===== config.mk =====
export PLATFORM = sky130hd
export DESIGN_NAME = dcbm_top
export DESIGN_NICKNAME = d
export VERILOG_FILES = /design/src/dcbm_addr_calc.v /design/src/dcbm_tag_store.v /design/src/dcbm_top.v
export VERILOG_INCLUDE_DIRS = /design/src
export SDC_FILE = /design/constraint.sdc
export NUM_CORES = 1
export LEC_CHECK = 0
export ABC_AREA = 1
export BUFFER_PORTS_ARGS = -buffer_cell sky130_fd_sc_hd__buf_4
export CORE_MARGIN = 5
export CORE_UTILIZATION = 45
export CTS_CLUSTER_DIAMETER = 100
export CTS_CLUSTER_SIZE = 10
export DETAILED_ROUTE_END_ITERATION = 10
export PLACE_DENSITY = 0.69
export SETUP_SLACK_MARGIN = 0.2
export SLEW_MARGIN = 0
export SYNTH_ARGS = -nofsm -noshare
export SYNTH_HDL_FRONTEND = slang
export SYNTH_SLANG_ARGS = --single-unit

===== constraint.sdc =====
create_clock -name sys_clk_in -period 6.55 [get_ports sys_clk_in]
set_clock_uncertainty 0.2 [all_clocks]
set_input_delay 1.31 -clock sys_clk_in [delete_from_list [all_inputs] [get_ports sys_clk_in]]
set_output_delay 1.31 -clock sys_clk_in [all_outputs]
set_load 0.02 [all_outputs]

===== src/dcbm_regs.vh =====
`ifndef DCBM_REGS_VH
`define DCBM_REGS_VH

// Address split of the data cache: 32-byte blocks, 16 sets
`define DCBM_AW            32
`define DCBM_OFS_W         5
`define DCBM_IDX_W         4
`define DCBM_TAG_W         23
`define DCBM_IDX_LO        5
`define DCBM_IDX_HI        8
`define DCBM_TAG_LO        9
`define DCBM_TAG_HI        31
`define DCBM_ENTRIES       16
`define DCBM_MOD_W         7
`define DCBM_MOD_SHIFT     2

// Operation kinds
`define DCBM_OP_COPYBACK   1'b0
`define DCBM_OP_INVALIDATE 1'b1

// APB register byte offsets
`define DCBM_REG_CTRL      12'h000
`define DCBM_REG_NC_BASE   12'h004
`define DCBM_REG_NC_LIMIT  12'h008
`define DCBM_REG_STATUS    12'h00c
`define DCBM_REG_CB_CNT    12'h010
`define DCBM_REG_INV_CNT   12'h014
`define DCBM_PADDR_W       12

// Reset values
`define DCBM_CTRL_RST      1'b1
`define DCBM_NC_BASE_RST   32'hffff_ffff
`define DCBM_NC_LIMIT_RST  32'h0000_0000
`define DCBM_ZERO32        32'h0000_0000
`define DCBM_ONE16         16'h0001

// Status fields
`define DCBM_ST_BUSY       0
`define DCBM_ST_DRAIN      1
`define DCBM_ST_WRITE      2
`define DCBM_ST_LOCKED     3

`endif


===== src/dcbm_addr_calc.v =====
`default_nettype none
`include "dcbm_regs.vh"

// Target address, set index, tag and aperture check of one operation
module dcbm_addr_calc (
  input  wire [`DCBM_AW-1:0]    base_address_operand_in,
  input  wire [`DCBM_MOD_W-1:0] mod_in,
  input  wire [`DCBM_AW-1:0]    nc_base_in,
  input  wire [`DCBM_AW-1:0]    nc_limit_in,
  output wire [`DCBM_AW-1:0]    addr_out,
  output wire [`DCBM_IDX_W-1:0] index_out,
  output wire [`DCBM_TAG_W-1:0] tag_out,
  output wire                   cacheable_out
);

  // Modifier is a signed word count; scaled by four it spans -256..252
  wire [`DCBM_AW-1:0] offset;  // Sign-extended byte offset

  // Two appended zero bits keep the offset a multiple of four by construction
  assign offset = {{(`DCBM_AW-`DCBM_MOD_W-`DCBM_MOD_SHIFT)
                    {mod_in[`DCBM_MOD_W-1]}},
                   mod_in, {`DCBM_MOD_SHIFT{1'b0}}};

  // Byte address of the target block
  assign addr_out = base_address_operand_in + offset;

  assign index_out = addr_out[`DCBM_IDX_HI:`DCBM_IDX_LO];
  assign tag_out   = addr_out[`DCBM_TAG_HI:`DCBM_TAG_LO];

  // Inside [base, limit] the memory is uncached; an empty window if base>limit
  assign cacheable_out = ~((addr_out >= nc_base_in) &&
                           (addr_out <= nc_limit_in));

endmodule

`default_nettype wire


===== src/dcbm_tag_store.v =====
`default_nettype none
`include "dcbm_regs.vh"

// Tag, valid, dirty and lock state of the data cache, one entry per set
module dcbm_tag_store (
  input  wire                   sys_clk_in,
  input  wire                   rst_n_in,
  input  wire [`DCBM_IDX_W-1:0] lk_index_in,
  input  wire [`DCBM_TAG_W-1:0] lk_tag_in,
  output wire                   lk_hit_out,
  output wire                   lk_dirty_out,
  output wire                   lk_locked_out,
  input  wire                   fill_en_in,
  input  wire [`DCBM_IDX_W-1:0] fill_index_in,
  input  wire [`DCBM_TAG_W-1:0] fill_tag_in,
  input  wire                   fill_dirty_in,
  input  wire                   fill_lock_in,
  input  wire                   clr_dirty_in,
  input  wire                   inval_in,
  input  wire [`DCBM_IDX_W-1:0] mt_index_in
);

  reg [`DCBM_ENTRIES-1:0] valid_ff;                 // Block present
  reg [`DCBM_ENTRIES-1:0] dirty_ff;                 // Block modified
  reg [`DCBM_ENTRIES-1:0] lock_ff;                  // Block pinned
  reg [`DCBM_TAG_W-1:0]   tag_ff [0:`DCBM_ENTRIES-1];

  // Lookup: combinational read of the addressed set
  assign lk_hit_out    = valid_ff[lk_index_in] &&
                         (tag_ff[lk_index_in] == lk_tag_in);
  assign lk_dirty_out  = dirty_ff[lk_index_in];
  assign lk_locked_out = lock_ff[lk_index_in];

  genvar i;
  generate
    for (i = 0; i < `DCBM_ENTRIES; i = i + 1) begin : g_ent
      // Maintenance wins over a fill of the same set in the same cycle
      always @(posedge sys_clk_in) begin
        if (!rst_n_in) begin
          valid_ff[i] <= 1'b0;
          dirty_ff[i] <= 1'b0;
          lock_ff[i]  <= 1'b0;
          tag_ff[i]   <= {`DCBM_TAG_W{1'b0}};
        end else if (inval_in && (mt_index_in == i)) begin
          // Lock does not protect the block here; lock bit is kept
          valid_ff[i] <= 1'b0;
          dirty_ff[i] <= 1'b0;
        end else if (clr_dirty_in && (mt_index_in == i)) begin
          // Valid stays set so the block remains usable
          dirty_ff[i] <= 1'b0;
        end else if (fill_en_in && (fill_index_in == i)) begin
          valid_ff[i] <= 1'b1;
          dirty_ff[i] <= fill_dirty_in;
          lock_ff[i]  <= fill_lock_in;
          tag_ff[i]   <= fill_tag_in;
        end
      end
    end
  endgenerate

endmodule

`default_nettype wire


===== src/dcbm_top.v =====
// Notes on behaviour
// - Copy-back writes dirty valid block, clears dirty
// - Target block holds byte at base plus offset
// - Copied-back block stays valid in cache
// - Stall until the copy-back write finishes
// - Clean or absent copy-back: no change, no stall
// - Uncached aperture addresses are left untouched
// - Replacement state never altered by maintenance
// - Cancel prefetches, drain non-empty copy-back buffers
// - Guard bit zero means nothing happens, no stall
// - Invalidate clears valid and dirty, no write
// - Invalidate also clears locked blocks
// - Invalidate stalls as needed; absent block untouched
`default_nettype none
`include "dcbm_regs.vh"

module dcbm_top (
  input  wire                     sys_clk_in,
  input  wire                     rst_n_in,
  // Operation issue from the pipeline
  input  wire                     op_valid_in,
  input  wire                     op_kind_in,
  input  wire                     op_guard_present_in,
  input  wire [`DCBM_AW-1:0]      op_guard_in,
  input  wire [`DCBM_AW-1:0]      base_address_operand_in,
  input  wire [`DCBM_MOD_W-1:0]   op_mod_in,
  output wire                     op_ready_out,
  output wire                     op_done_out,
  output wire                     stall_out,
  // Cache fill port from the refill logic
  input  wire                     fill_en_in,
  input  wire [`DCBM_IDX_W-1:0]   fill_index_in,
  input  wire [`DCBM_TAG_W-1:0]   fill_tag_in,
  input  wire                     fill_dirty_in,
  input  wire                     fill_lock_in,
  // Block write to main memory
  output wire                     mem_wr_req_out,
  output wire [`DCBM_AW-1:0]      mem_wr_addr_out,
  input  wire                     mem_wr_ack_in,
  // Prefetch engine and copy-back buffers
  output wire                     pf_cancel_out,
  output wire                     cbb_drain_out,
  input  wire                     cbb_nonempty_in,
  // APB slave
  input  wire                     psel_in,
  input  wire                     penable_in,
  input  wire                     pwrite_in,
  input  wire [`DCBM_PADDR_W-1:0] paddr_in,
  input  wire [`DCBM_AW-1:0]      pwdata_in,
  output wire [`DCBM_AW-1:0]      prdata_out,
  output wire                     pready_out,
  output wire                     pslverr_out
);

  ////////////////////////////////////////////////////////////////////////////
  // State encoding

  localparam [1:0] ST_IDLE  = 2'h0;  // Waiting for an operation
  localparam [1:0] ST_WRITE = 2'h1;  // Block write to memory in flight
  localparam [1:0] ST_DRAIN = 2'h2;  // Waiting for copy-back buffers

  ////////////////////////////////////////////////////////////////////////////
  // Declarations

  reg  [1:0]              state_ff;       // Sequencer state
  reg  [1:0]              nxt_state;
  reg                     ready_ff;       // Free to accept an operation
  reg                     done_ff;        // One-cycle completion pulse
  reg                     stall_ff;       // Pipeline stall request
  reg                     wr_req_ff;      // Memory write request
  reg  [`DCBM_AW-1:0]     wr_addr_ff;     // Block-aligned write address
  reg  [`DCBM_IDX_W-1:0]  mt_index_ff;    // Set under maintenance
  reg                     pf_cancel_ff;   // One-cycle prefetch cancel
  reg                     drain_ff;       // Drain request to buffers
  reg                     locked_ff;      // Last invalidated block was locked
  reg                     enable_ff;      // Control: unit enabled
  reg  [`DCBM_AW-1:0]     nc_base_ff;     // Uncached window base
  reg  [`DCBM_AW-1:0]     nc_limit_ff;    // Uncached window limit
  reg  [15:0]             cb_cnt_ff;      // Copy-backs performed
  reg  [15:0]             inv_cnt_ff;     // Invalidates performed
  reg  [`DCBM_AW-1:0]     prdata_ff;      // APB read data
  reg                     pready_ff;      // APB ready
  reg                     pslverr_ff;     // APB error
  reg  [`DCBM_AW-1:0]     nxt_rdata;
  reg                     nxt_err;

  wire [`DCBM_AW-1:0]     tgt_addr;       // Byte address of target
  wire [`DCBM_IDX_W-1:0]  tgt_index;
  wire [`DCBM_TAG_W-1:0]  tgt_tag;
  wire                    cacheable;
  wire                    hit;
  wire                    dirty;
  wire                    locked;
  wire                    accept;         // Operation taken this cycle
  wire                    guard_ok;
  wire                    perform;        // Operation actually carried out
  wire                    do_cb;          // Copy-back needs a memory write
  wire                    do_inv;         // Invalidate hits a block
  wire                    clr_dirty;
  wire                    apb_wr;
  wire                    apb_rd_setup;

  ////////////////////////////////////////////////////////////////////////////
  // Address generation and tag state

  dcbm_addr_calc u_addr (
    .base_address_operand_in (base_address_operand_in),
    .mod_in                  (op_mod_in),
    .nc_base_in              (nc_base_ff),
    .nc_limit_in             (nc_limit_ff),
    .addr_out                (tgt_addr),
    .index_out               (tgt_index),
    .tag_out                 (tgt_tag),
    .cacheable_out           (cacheable)
  );

  // The store holds no age state, so maintenance cannot disturb replacement
  dcbm_tag_store u_tags (
    .sys_clk_in    (sys_clk_in),
    .rst_n_in      (rst_n_in),
    .lk_index_in   (tgt_index),
    .lk_tag_in     (tgt_tag),
    .lk_hit_out    (hit),
    .lk_dirty_out  (dirty),
    .lk_locked_out (locked),
    .fill_en_in    (fill_en_in),
    .fill_index_in (fill_index_in),
    .fill_tag_in   (fill_tag_in),
    .fill_dirty_in (fill_dirty_in),
    .fill_lock_in  (fill_lock_in),
    .clr_dirty_in  (clr_dirty),
    .inval_in      (do_inv),
    .mt_index_in   (do_inv ? tgt_index : mt_index_ff)
  );

  ////////////////////////////////////////////////////////////////////////////
  // Operation decode

  // Only one operation in flight; others wait on op_ready_out
  assign accept   = op_valid_in && ready_ff;
  // Guard absent, or guard LSB set
  assign guard_ok = ~op_guard_present_in | op_guard_in[0];
  assign perform  = accept && guard_ok && enable_ff && cacheable;

  // Copy-back writes only when valid and dirty; otherwise no write and no stall
  assign do_cb  = perform && (op_kind_in == `DCBM_OP_COPYBACK) &&
                  hit && dirty;
  // Invalidate of a missing block changes nothing
  assign do_inv = perform && (op_kind_in == `DCBM_OP_INVALIDATE) &&
                  hit;

  // Dirty is cleared only once memory has taken the block
  assign clr_dirty = (state_ff == ST_WRITE) && mem_wr_ack_in;

  ////////////////////////////////////////////////////////////////////////////
  // Sequencer next state

  always @* begin
    nxt_state = state_ff;
    case (state_ff)
      ST_IDLE: begin
        if (do_cb) begin
          nxt_state = ST_WRITE;
        end else if (do_inv) begin
          nxt_state = ST_DRAIN;
        end
      end
      ST_WRITE: begin
        // Hold until memory acknowledges the block write
        if (mem_wr_ack_in) begin
          nxt_state = ST_DRAIN;
        end
      end
      ST_DRAIN: begin
        if (!cbb_nonempty_in) begin
          nxt_state = ST_IDLE;
        end
      end
      default: begin
        nxt_state = ST_IDLE;
      end
    endcase
  end

  ////////////////////////////////////////////////////////////////////////////
  // Sequencer registers and pipeline handshake

  always @(posedge sys_clk_in) begin
    if (!rst_n_in) begin
      state_ff    <= ST_IDLE;
      ready_ff    <= 1'b1;
      done_ff     <= 1'b0;
      stall_ff    <= 1'b0;
      mt_index_ff <= {`DCBM_IDX_W{1'b0}};
      locked_ff   <= 1'b0;
    end else begin
      state_ff <= nxt_state;
      // Stall exactly while the operation is busy; none for no-ops
      stall_ff <= (nxt_state != ST_IDLE);
      ready_ff <= (nxt_state == ST_IDLE);
      // Done fires for no-op accepts too, so the issuer can retire them
      done_ff  <= (accept && !do_cb && !do_inv) ||
                  ((state_ff != ST_IDLE) && (nxt_state == ST_IDLE));
      if (accept) begin
        mt_index_ff <= tgt_index;
      end
      if (do_inv) begin
        locked_ff <= locked;
      end
    end
  end

  ////////////////////////////////////////////////////////////////////////////
  // Memory write of the target block

  always @(posedge sys_clk_in) begin
    if (!rst_n_in) begin
      wr_req_ff  <= 1'b0;
      wr_addr_ff <= `DCBM_ZERO32;
    end else if (do_cb) begin
      // Request held stable until acknowledged
      wr_req_ff  <= 1'b1;
      wr_addr_ff <= {tgt_addr[`DCBM_AW-1:`DCBM_OFS_W],
                     {`DCBM_OFS_W{1'b0}}};
    end else if (clr_dirty) begin
      wr_req_ff  <= 1'b0;
    end
  end

  ////////////////////////////////////////////////////////////////////////////
  // Prefetch cancel and buffer drain

  // Every performed operation flushes, even one that finds no block
  // A busy op keeps asking: buffers may refill while it waits, and the
  // drain state would otherwise wait forever for them to empty
  always @(posedge sys_clk_in) begin
    if (!rst_n_in) begin
      pf_cancel_ff <= 1'b0;
      drain_ff     <= 1'b0;
    end else begin
      pf_cancel_ff <= perform;
      if ((perform || (state_ff != ST_IDLE)) && cbb_nonempty_in) begin
        drain_ff <= 1'b1;
      end else if (!cbb_nonempty_in) begin
        drain_ff <= 1'b0;
      end
    end
  end

  ////////////////////////////////////////////////////////////////////////////
  // Operation counters

  always @(posedge sys_clk_in) begin
    if (!rst_n_in) begin
      cb_cnt_ff  <= 16'h0000;
      inv_cnt_ff <= 16'h0000;
    end else begin
      if (clr_dirty) begin
        cb_cnt_ff <= cb_cnt_ff + `DCBM_ONE16;
      end
      if (do_inv) begin
        inv_cnt_ff <= inv_cnt_ff + `DCBM_ONE16;
      end
    end
  end

  ////////////////////////////////////////////////////////////////////////////
  // APB slave: zero wait states, ready asserted in every access phase

  assign apb_rd_setup = psel_in && !penable_in;
  // Write lands at the edge that completes the access phase
  assign apb_wr = psel_in && penable_in && pready_ff && pwrite_in;

  // Register writes
  always @(posedge sys_clk_in) begin
    if (!rst_n_in) begin
      enable_ff   <= `DCBM_CTRL_RST;
      nc_base_ff  <= `DCBM_NC_BASE_RST;
      nc_limit_ff <= `DCBM_NC_LIMIT_RST;
    end else if (apb_wr) begin
      case (paddr_in)
        `DCBM_REG_CTRL: begin
          enable_ff <= pwdata_in[0];
        end
        `DCBM_REG_NC_BASE: begin
          nc_base_ff <= pwdata_in;
        end
        `DCBM_REG_NC_LIMIT: begin
          nc_limit_ff <= pwdata_in;
        end
        default: begin
          enable_ff <= enable_ff;
        end
      endcase
    end
  end

  // Read mux and address check, evaluated in the setup cycle
  always @* begin
    nxt_rdata = `DCBM_ZERO32;
    nxt_err   = 1'b0;
    case (paddr_in)
      `DCBM_REG_CTRL: begin
        nxt_rdata[0] = enable_ff;
      end
      `DCBM_REG_NC_BASE: begin
        nxt_rdata = nc_base_ff;
      end
      `DCBM_REG_NC_LIMIT: begin
        nxt_rdata = nc_limit_ff;
      end
      `DCBM_REG_STATUS: begin
        nxt_rdata[`DCBM_ST_BUSY]   = stall_ff;
        nxt_rdata[`DCBM_ST_DRAIN]  = drain_ff;
        nxt_rdata[`DCBM_ST_WRITE]  = wr_req_ff;
        nxt_rdata[`DCBM_ST_LOCKED] = locked_ff;
      end
      `DCBM_REG_CB_CNT: begin
        nxt_rdata[15:0] = cb_cnt_ff;
      end
      `DCBM_REG_INV_CNT: begin
        nxt_rdata[15:0] = inv_cnt_ff;
      end
      default: begin
        // Unmapped: error, reads zero, writes dropped
        nxt_err = 1'b1;
      end
    endcase
  end

  // Answer registered at the end of the setup cycle
  always @(posedge sys_clk_in) begin
    if (!rst_n_in) begin
      pready_ff  <= 1'b0;
      pslverr_ff <= 1'b0;
      prdata_ff  <= `DCBM_ZERO32;
    end else begin
      pready_ff  <= apb_rd_setup;
      pslverr_ff <= apb_rd_setup && nxt_err;
      if (apb_rd_setup && !pwrite_in) begin
        prdata_ff <= nxt_rdata;
      end else begin
        prdata_ff <= `DCBM_ZERO32;
      end
    end
  end

  ////////////////////////////////////////////////////////////////////////////
  // Outputs, all straight from flip-flops

  assign op_ready_out    = ready_ff;
  assign op_done_out     = done_ff;
  assign stall_out       = stall_ff;
  assign mem_wr_req_out  = wr_req_ff;
  assign mem_wr_addr_out = wr_addr_ff;
  assign pf_cancel_out   = pf_cancel_ff;
  assign cbb_drain_out   = drain_ff;
  assign prdata_out      = prdata_ff;
  assign pready_out      = pready_ff;
  assign pslverr_out     = pslverr_ff;

endmodule

`default_nettype wire


==> qor.csv, run 1 <==
stage,metric,value,unit
status,outcome,completed,
worst_hold_path,Hold EP,u_tags.valid_ff[11],
global_routing,vias in the first global route,26200,
cts,Clock Path Buffers,3,
synth,complex-gate fraction of the synthesized area,0.0706,
power_and_ir_drop,Leak Pwr,0.0154,µW
timing,unrepaired setup endpoints after global routing,false,
synth,#FFs+latches synth,587,
timing,fmax,0.167,GHz
synth,top-area cell type share of the netlist area,0.357,
setup_path,worst-path fanout max,24,
setup_path,WP data arrival,6110,ps
synth,Post-Synth XOR/XNOR Area,0.00618,
synth,Syn Area/Cell,8.13,µm²
layout,Fillers,6298,
synth,mux contribution to synthesized area,0.000647,
timing,hold slack final,247,ps
synth,leading area contributor after synthesis,edfxtp_1,
cts,htree depth,3,
setup_path,critical path type,primary input to register,
setup_path,Worst Setup End Kind,register,
timing,Final Critical Period,6010,ps
synth,Simple-Gate Fraction of Synth Area,0.307,
power_and_ir_drop,logic gate share of total power,0.216,
detailed_routing,wire per inst,20.2,µm
timing,worst setup margin,544,ps
layout,synthesis-to-layout area growth,17.1,%
power_and_ir_drop,Net Sw Frac,0.308,
floorplan,Die X,272,µm
global_routing,initial antenna violation count,0,
cts,Worst-Skew Late Latency,620,ps
synth,"Primary FF master, synth",edfxtp_1,
timing,Tcrit/Tclk final,0.917,
global_routing,first-pass GRT wire length,151,mm
layout,ratio of cells with drive above 1 in the final layout,0.130,
place,GPL Wtd Cong,0.923,
power_and_ir_drop,Net Sw Power,2980,µW
timing,Worst Tran Pin Value,1060,ps
floorplan,IO Count,227,
cts,clk sinks,587,
synth,most frequent cells after synthesis,"nand2_1, nor2_1, nand3_1",
cts,clock transition at the registers of the reported paths,60,ps
worst_hold_path,hold depth,2,
place,Detail Placement HPWL,66.4,mm
detailed_routing,drt pass-1 iters,8,
layout,Diodes inserted,0,
timing,count of final hold-check violations,0,
setup_path,CP max stage delay,350,ps
layout,Reg area,15400,µm²
detailed_routing,drt via density,5.61,
flow_run,MaxCap Viol Count,0,
global_routing,pin count of the biggest net entering global routing,78,
timing,final setup fails,0,
timing,Slew HR,0.295,
cts,CTS Buf Count,69,
worst_hold_path,min-delay src,u_tags.valid_ff[11],
cts,"Hold-fix buffers, CTS",0,
place,pre-CTS setup slack,-91.1,ps
place,port bufs,190,
floorplan,Die Height,272,µm
synth,Ys Warns,0,
synth,asr flop ratio synth,0,
layout,fin cells,4920,
power_and_ir_drop,Power Density,267,nW/µm²
setup_path,Bufs and invs on worst path,6,
power_and_ir_drop,Internal,6700,µW
synth,"top cells by area, synth","edfxtp_1, dfxtp_1, nand2_1, nand3_1, nor2_1",
timing,final slew viol count,0,
synth,Synth Instances,3807,
setup_path,RR Endpoint,u_tags.tag_ff[15][10],
setup_path,element type at the critical path start,primary input,
synth,adder-cell share of the synthesized area,0.0390,
setup_path,CP Depth,34,
worst_hold_path,Worst Hold Class,register to register,
setup_path,cell mode on critical path,nand2_1,
cts,Root Buffer,clkbuf_16,
power_and_ir_drop,clock power share,0.359,
synth,Post-synth EDFFs,368,
setup_path,r2r setup slk,2580,ps
detailed_routing,total wire length,99.6,mm
setup_path,"Req. time, crit path",6650,ps
place,placed instance count,4822,
layout,area of the multi-input gates,13200,µm²
setup_path,beginning of the worst register-to-register path,nc_limit_ff[31],
global_routing,Overall Global Routing Usage,0.260,
power_and_ir_drop,sequential share of power,0.425,
synth,Unique masters post-synth,56,
detailed_routing,antenna-violating nets left,0,
power_and_ir_drop,peak supply drop,0.190,mV
floorplan,die area,74200,µm²
synth,most instantiated library cell after synthesis,nand2_1,
setup_path,cells on worst reg2reg path,23,
cts,CTS tree,built,
global_routing,Overflow after GRT,0,
layout,Nets,4267,
setup_path,CP max-delay cell,ha_1,
synth,Mapped Area,31000,µm²
detailed_routing,# DRC,0,
synth,largest family of logic cells by synthesized area,simple AND/OR/NAND/NOR gates,
setup_path,CP top delay family,simple AND/OR/NAND/NOR gates,
power_and_ir_drop,Tot Pwr,9680,µW
floorplan,initial core utilization,0.452,
detailed_routing,vias,27600,
floorplan,placement row count,96,
detailed_routing,drt first-iter violations,3150,
floorplan,Core ar.,68500,µm²
synth,register area share after synthesis,0.499,
==> worst min-delay path: cells and delay by family, from the launching register on <==
kind             cells  cell delay, ps
flip-flops           1             310
AND/OR/NAND/NOR      2             100
==> metrics by stage <==
step / TNS, ps / utilization / instance area [µm²]
global route: 0 / 0.530 / 36300
CTS: 0 / 0.528 / 36200
detailed placement: -23450 / 0.500 / 34200
finish: 0 / 0.530 / 36300
global placement: -1340 / 0.500 / 34200
floorplan: 0 / - / 31000
==> sequential cells by signal, indices dropped and copies added (netlist names), 2 cells and up <==
name and count:
state_ff 2, u_tags.tag_ff 368, u_tags.dirty_ff 16, nc_limit_ff 32
mt_index_ff 4, u_tags.lock_ff 16, prdata_out 32, nc_base_ff 32
mem_wr_addr_out 27, inv_cnt_ff 16, u_tags.valid_ff 16, cb_cnt_ff 16
==> metal layers <==
| layer | routed length (µm) | part of all wire | track usage |
|---|---|---|---|
| met1 | 39500 | 0.40 | 0.343 |
| met2 | 45800 | 0.46 | 0.422 |
| met3 | 10400 | 0.10 | 0.0559 |
| met4 | 3980 | 0.040 | 0.103 |
| met5 | 0 | 0 | 0 |
==> cell families after synthesis <==
kind of cell / Yosys count
fa+ha+maj: 96
compound gates: 366
mux: 2
xor+xnor: 21
buf+inv: 534
simple gates: 2200
flops: 587
other cells: 1
==> worst max-delay path by stage <==
stage,start,to
detailed placement,op_mod_in[6],u_tags.tag_ff[5][17]
floorplan,base_address_operand_in[4],u_tags.tag_ff[4][0]
CTS,op_mod_in[6],u_tags.tag_ff[5][17]
finish,op_mod_in[6],u_tags.tag_ff[15][10]
global placement,op_mod_in[6],u_tags.tag_ff[5][10]
global route,op_mod_in[6],u_tags.tag_ff[0][14]
==> power by group through the flow <==
stage	clock network (µW)	registers, µW	logic, µW
after floorplan	0	4180	1280
after detailed placement	0	4190	2040
after CTS	3510	4110	2050
after global routing	3650	4120	2300
final	3480	4110	2090
after global placement	0	4180	2020
==> layout by cell type, fill, tap and decap left out, types with 94 or more instances in the layout <==
| master | count |
|---|---|
| nand2_1 | 910 |
| ha_1 | 94 |
| a21oi_1 | 149 |
| dfxtp_1 | 219 |
| nor2_1 | 571 |
| edfxtp_1 | 368 |
| nand3_1 | 540 |
| buf_4 | 286 |
| inv_1 | 311 |
| o21ai_0 | 104 |
==> repair_timing <==
item	CTS	global route
setup endpoints to repair	0	741
setup buffers	0	3
gates resized for setup	0	14
==> final cells by class <==
class                   instances  area share
flip-flops and latches        587       0.426
multi-input cells            2690       0.365
repair buffers                346      0.0920
clock buffers                  85      0.0504
inverters                     322      0.0333
well taps                     882      0.0304
clock inverters                 8     0.00335
Power figures use the tool's default switching activity.
==> inputs of run 2 (changes only) <==
--- a/config.mk
+++ b/config.mk
@@ -13,7 +13,7 @@
 export CTS_CLUSTER_DIAMETER = 100
 export CTS_CLUSTER_SIZE = 10
 export DETAILED_ROUTE_END_ITERATION = 10
-export PLACE_DENSITY = 0.69
+export PLACE_DENSITY_LB_ADDON = 0.2
 export SETUP_SLACK_MARGIN = 0.2
 export SLEW_MARGIN = 0
 export SYNTH_ARGS = -nofsm -noshare
==> qor.csv, run 2 (synthesized netlist as in run 1, its figures left out) <==
stage,metric,value,unit
setup_path,element type at the critical path start,primary input,
worst_hold_path,Worst Hold Class,register to register,
setup_path,CP Depth,34,
cts,CTS Buf Count,68,
cts,"Hold-fix buffers, CTS",0,
detailed_routing,# DRC,0,
setup_path,WP data arrival,6050,ps
global_routing,Overall Global Routing Usage,0.259,
global_routing,Overflow after GRT,0,
cts,"Setup Fix Bufs, Post-CTS",0,
worst_hold_path,min-delay src,u_tags.valid_ff[7],
place,port bufs,190,
setup_path,CP max stage delay,410,ps
global_routing,met1 Use GR,0.348,
power_and_ir_drop,sequential share of power,0.425,
global_routing,met2 usage,0.438,
layout,synthesis-to-layout area growth,16.9,%
setup_path,cell mode on critical path,nand2_1,
detailed_routing,drt pass-1 iters,6,
floorplan,placement row count,96,
power_and_ir_drop,Net Sw Power,2990,µW
place,GPL Wtd Cong,0.932,
detailed_routing,total wire length,98.0,mm
floorplan,initial core utilization,0.452,
setup_path,CP max-delay cell,ha_1,
setup_path,Bufs and invs on worst path,5,
timing,Worst Tran Pin Value,1080,ps
setup_path,beginning of the worst register-to-register path,nc_limit_ff[31],
layout,Final Core Density,0.529,
timing,Tcrit/Tclk final,0.898,
cts,PostCTS Resize Cnt,0,
place,pre-CTS setup slack,-34.4,ps
cts,clock transition at the registers of the reported paths,60,ps
status,outcome,completed,
floorplan,Die X,272,µm
timing,fmax,0.170,GHz
power_and_ir_drop,clock power share,0.358,
detailed_routing,drt via density,5.49,
layout,most frequent cells in the layout,"nand2_1, nor2_1, nand3_1",
cts,Clock Path Buffers,3,
timing,count of final hold-check violations,0,
global_routing,first-pass GRT wire length,150,mm
global_routing,busiest grt layer,met2,
setup_path,CP top delay family,simple AND/OR/NAND/NOR gates,
flow_run,MaxCap Viol Count,0,
cts,clk sinks,587,
layout,Largest Register,u_tags.tag_ff,
timing,unrepaired setup endpoints after global routing,false,
setup_path,RR Endpoint,u_tags.tag_ff[5][10],
layout,"most common cell after layout, fill and taps aside",nand2_1,
timing,Slew HR,0.282,
floorplan,Core ar.,68500,µm²
global_routing,grt met3 use,0.0414,
power_and_ir_drop,logic gate share of total power,0.217,
place,Detail Placement HPWL,67.1,mm
power_and_ir_drop,Internal,6670,µW
setup_path,critical path type,primary input to register,
global_routing,pin count of the biggest net entering global routing,85,
timing,setup TNS,0,ps
layout,Nets,4269,
setup_path,Critical Path Source,op_mod_in[6],
setup_path,worst-path fanout max,24,
layout,ratio of cells with drive above 1 in the final layout,0.127,
detailed_routing,antenna-violating nets left,0,
detailed_routing,vias,27000,
floorplan,Die Height,272,µm
cts,htree depth,3,
power_and_ir_drop,peak supply drop,0.205,mV
timing,Final Critical Period,5880,ps
global_routing,vias in the first global route,25500,
floorplan,IO Count,227,
floorplan,die area,74200,µm²
setup_path,"Req. time, crit path",6720,ps
power_and_ir_drop,Net Sw Frac,0.310,
layout,Fillers,6432,
power_and_ir_drop,Leak Pwr,0.0154,µW
cts,Root Buffer,clkbuf_16,
cts,Worst-Skew Late Latency,630,ps
global_routing,initial antenna violation count,1,
setup_path,Worst Setup End Kind,register,
timing,final setup fails,0,
setup_path,end point of the critical path,u_tags.tag_ff[5][10],
setup_path,r2r setup slk,2770,ps
power_and_ir_drop,Tot Pwr,9660,µW
timing,worst setup margin,667,ps
detailed_routing,wire per inst,19.9,µm
setup_path,cells on worst reg2reg path,22,
cts,CTS tree,built,
power_and_ir_drop,Power Density,267,nW/µm²
detailed_routing,drt first-iter violations,2681,
layout,number of flip-flops in the largest register,368,
timing,final slew viol count,0,
==> run 2: changes by cell type in the layout (fill, tap and decap cells not counted), moves of 2 or more <==
cell and delta:
buf_4 +7, clkbuf_1 +4, clkbuf_16 -4, nand2_1 +3, a21oi_1 +2, a21oi_2 -2, buf_6 -2, clkinvlp_4 -2
inv_16 +2, nand2_2 -2
==> run 2: metrics by stage <==
stage | hold slack (ps) | cells | cell area (µm²)
after floorplan | 219 | 3811 | 31000
after global placement | 230 | 4830 | 34300
after detailed placement | 240 | 4830 | 34300
after CTS | 250 | 4924 | 36200
after global routing | 264 | 4924 | 36200
final | 253 | 4925 | 36200
==> run 2: worst min-delay path by stage <==
stage	end	slack, ps	cells after the start
after global routing	u_tags.valid_ff[13]	260	2
after detailed placement	u_tags.valid_ff[13]	240	2
after global placement	u_tags.valid_ff[13]	230	2
final	u_tags.valid_ff[7]	250	2
after floorplan	u_tags.valid_ff[11]	220	2
after CTS	u_tags.valid_ff[13]	250	2
==> run 2: power groups by stage <==
stage / clock network, µW / registers, µW / logic [µW]
4_1_cts: 3510 / 4110 / 2080
5_1_grt: 3660 / 4120 / 2300
3_5_place_dp: 0 / 4190 / 2070
3_3_place_gp: 0 / 4180 / 2050
2_1_floorplan: 0 / 4180 / 1280
6_report: 3460 / 4110 / 2100
==> run 2: layout make-up <==
class,instances,area (µm²),share of cell area
clock buffer,86,1770,0.0489
sequential,587,15400,0.426
inverter,322,1210,0.0334
tap,882,1100,0.0305
antenna,1,2.50,0.0000691
timing repair buffer,349,3320,0.0917
multi-input combinational,2690,13200,0.365
clock inverter,8,160,0.00442
==> run 2: metal layers <==
metal / part of all wire / up-vias
met4: 0.027 / 0
met1: 0.42 / 12700
met5: 0 / -
met3: 0.075 / 160
li1: - / 13100
met2: 0.48 / 1035
==> run 2: worst min-delay path: stages (launching register included) <==
cell,delay [ps]
dfxtp_1,320
nand2_1,60
nand2_1,40
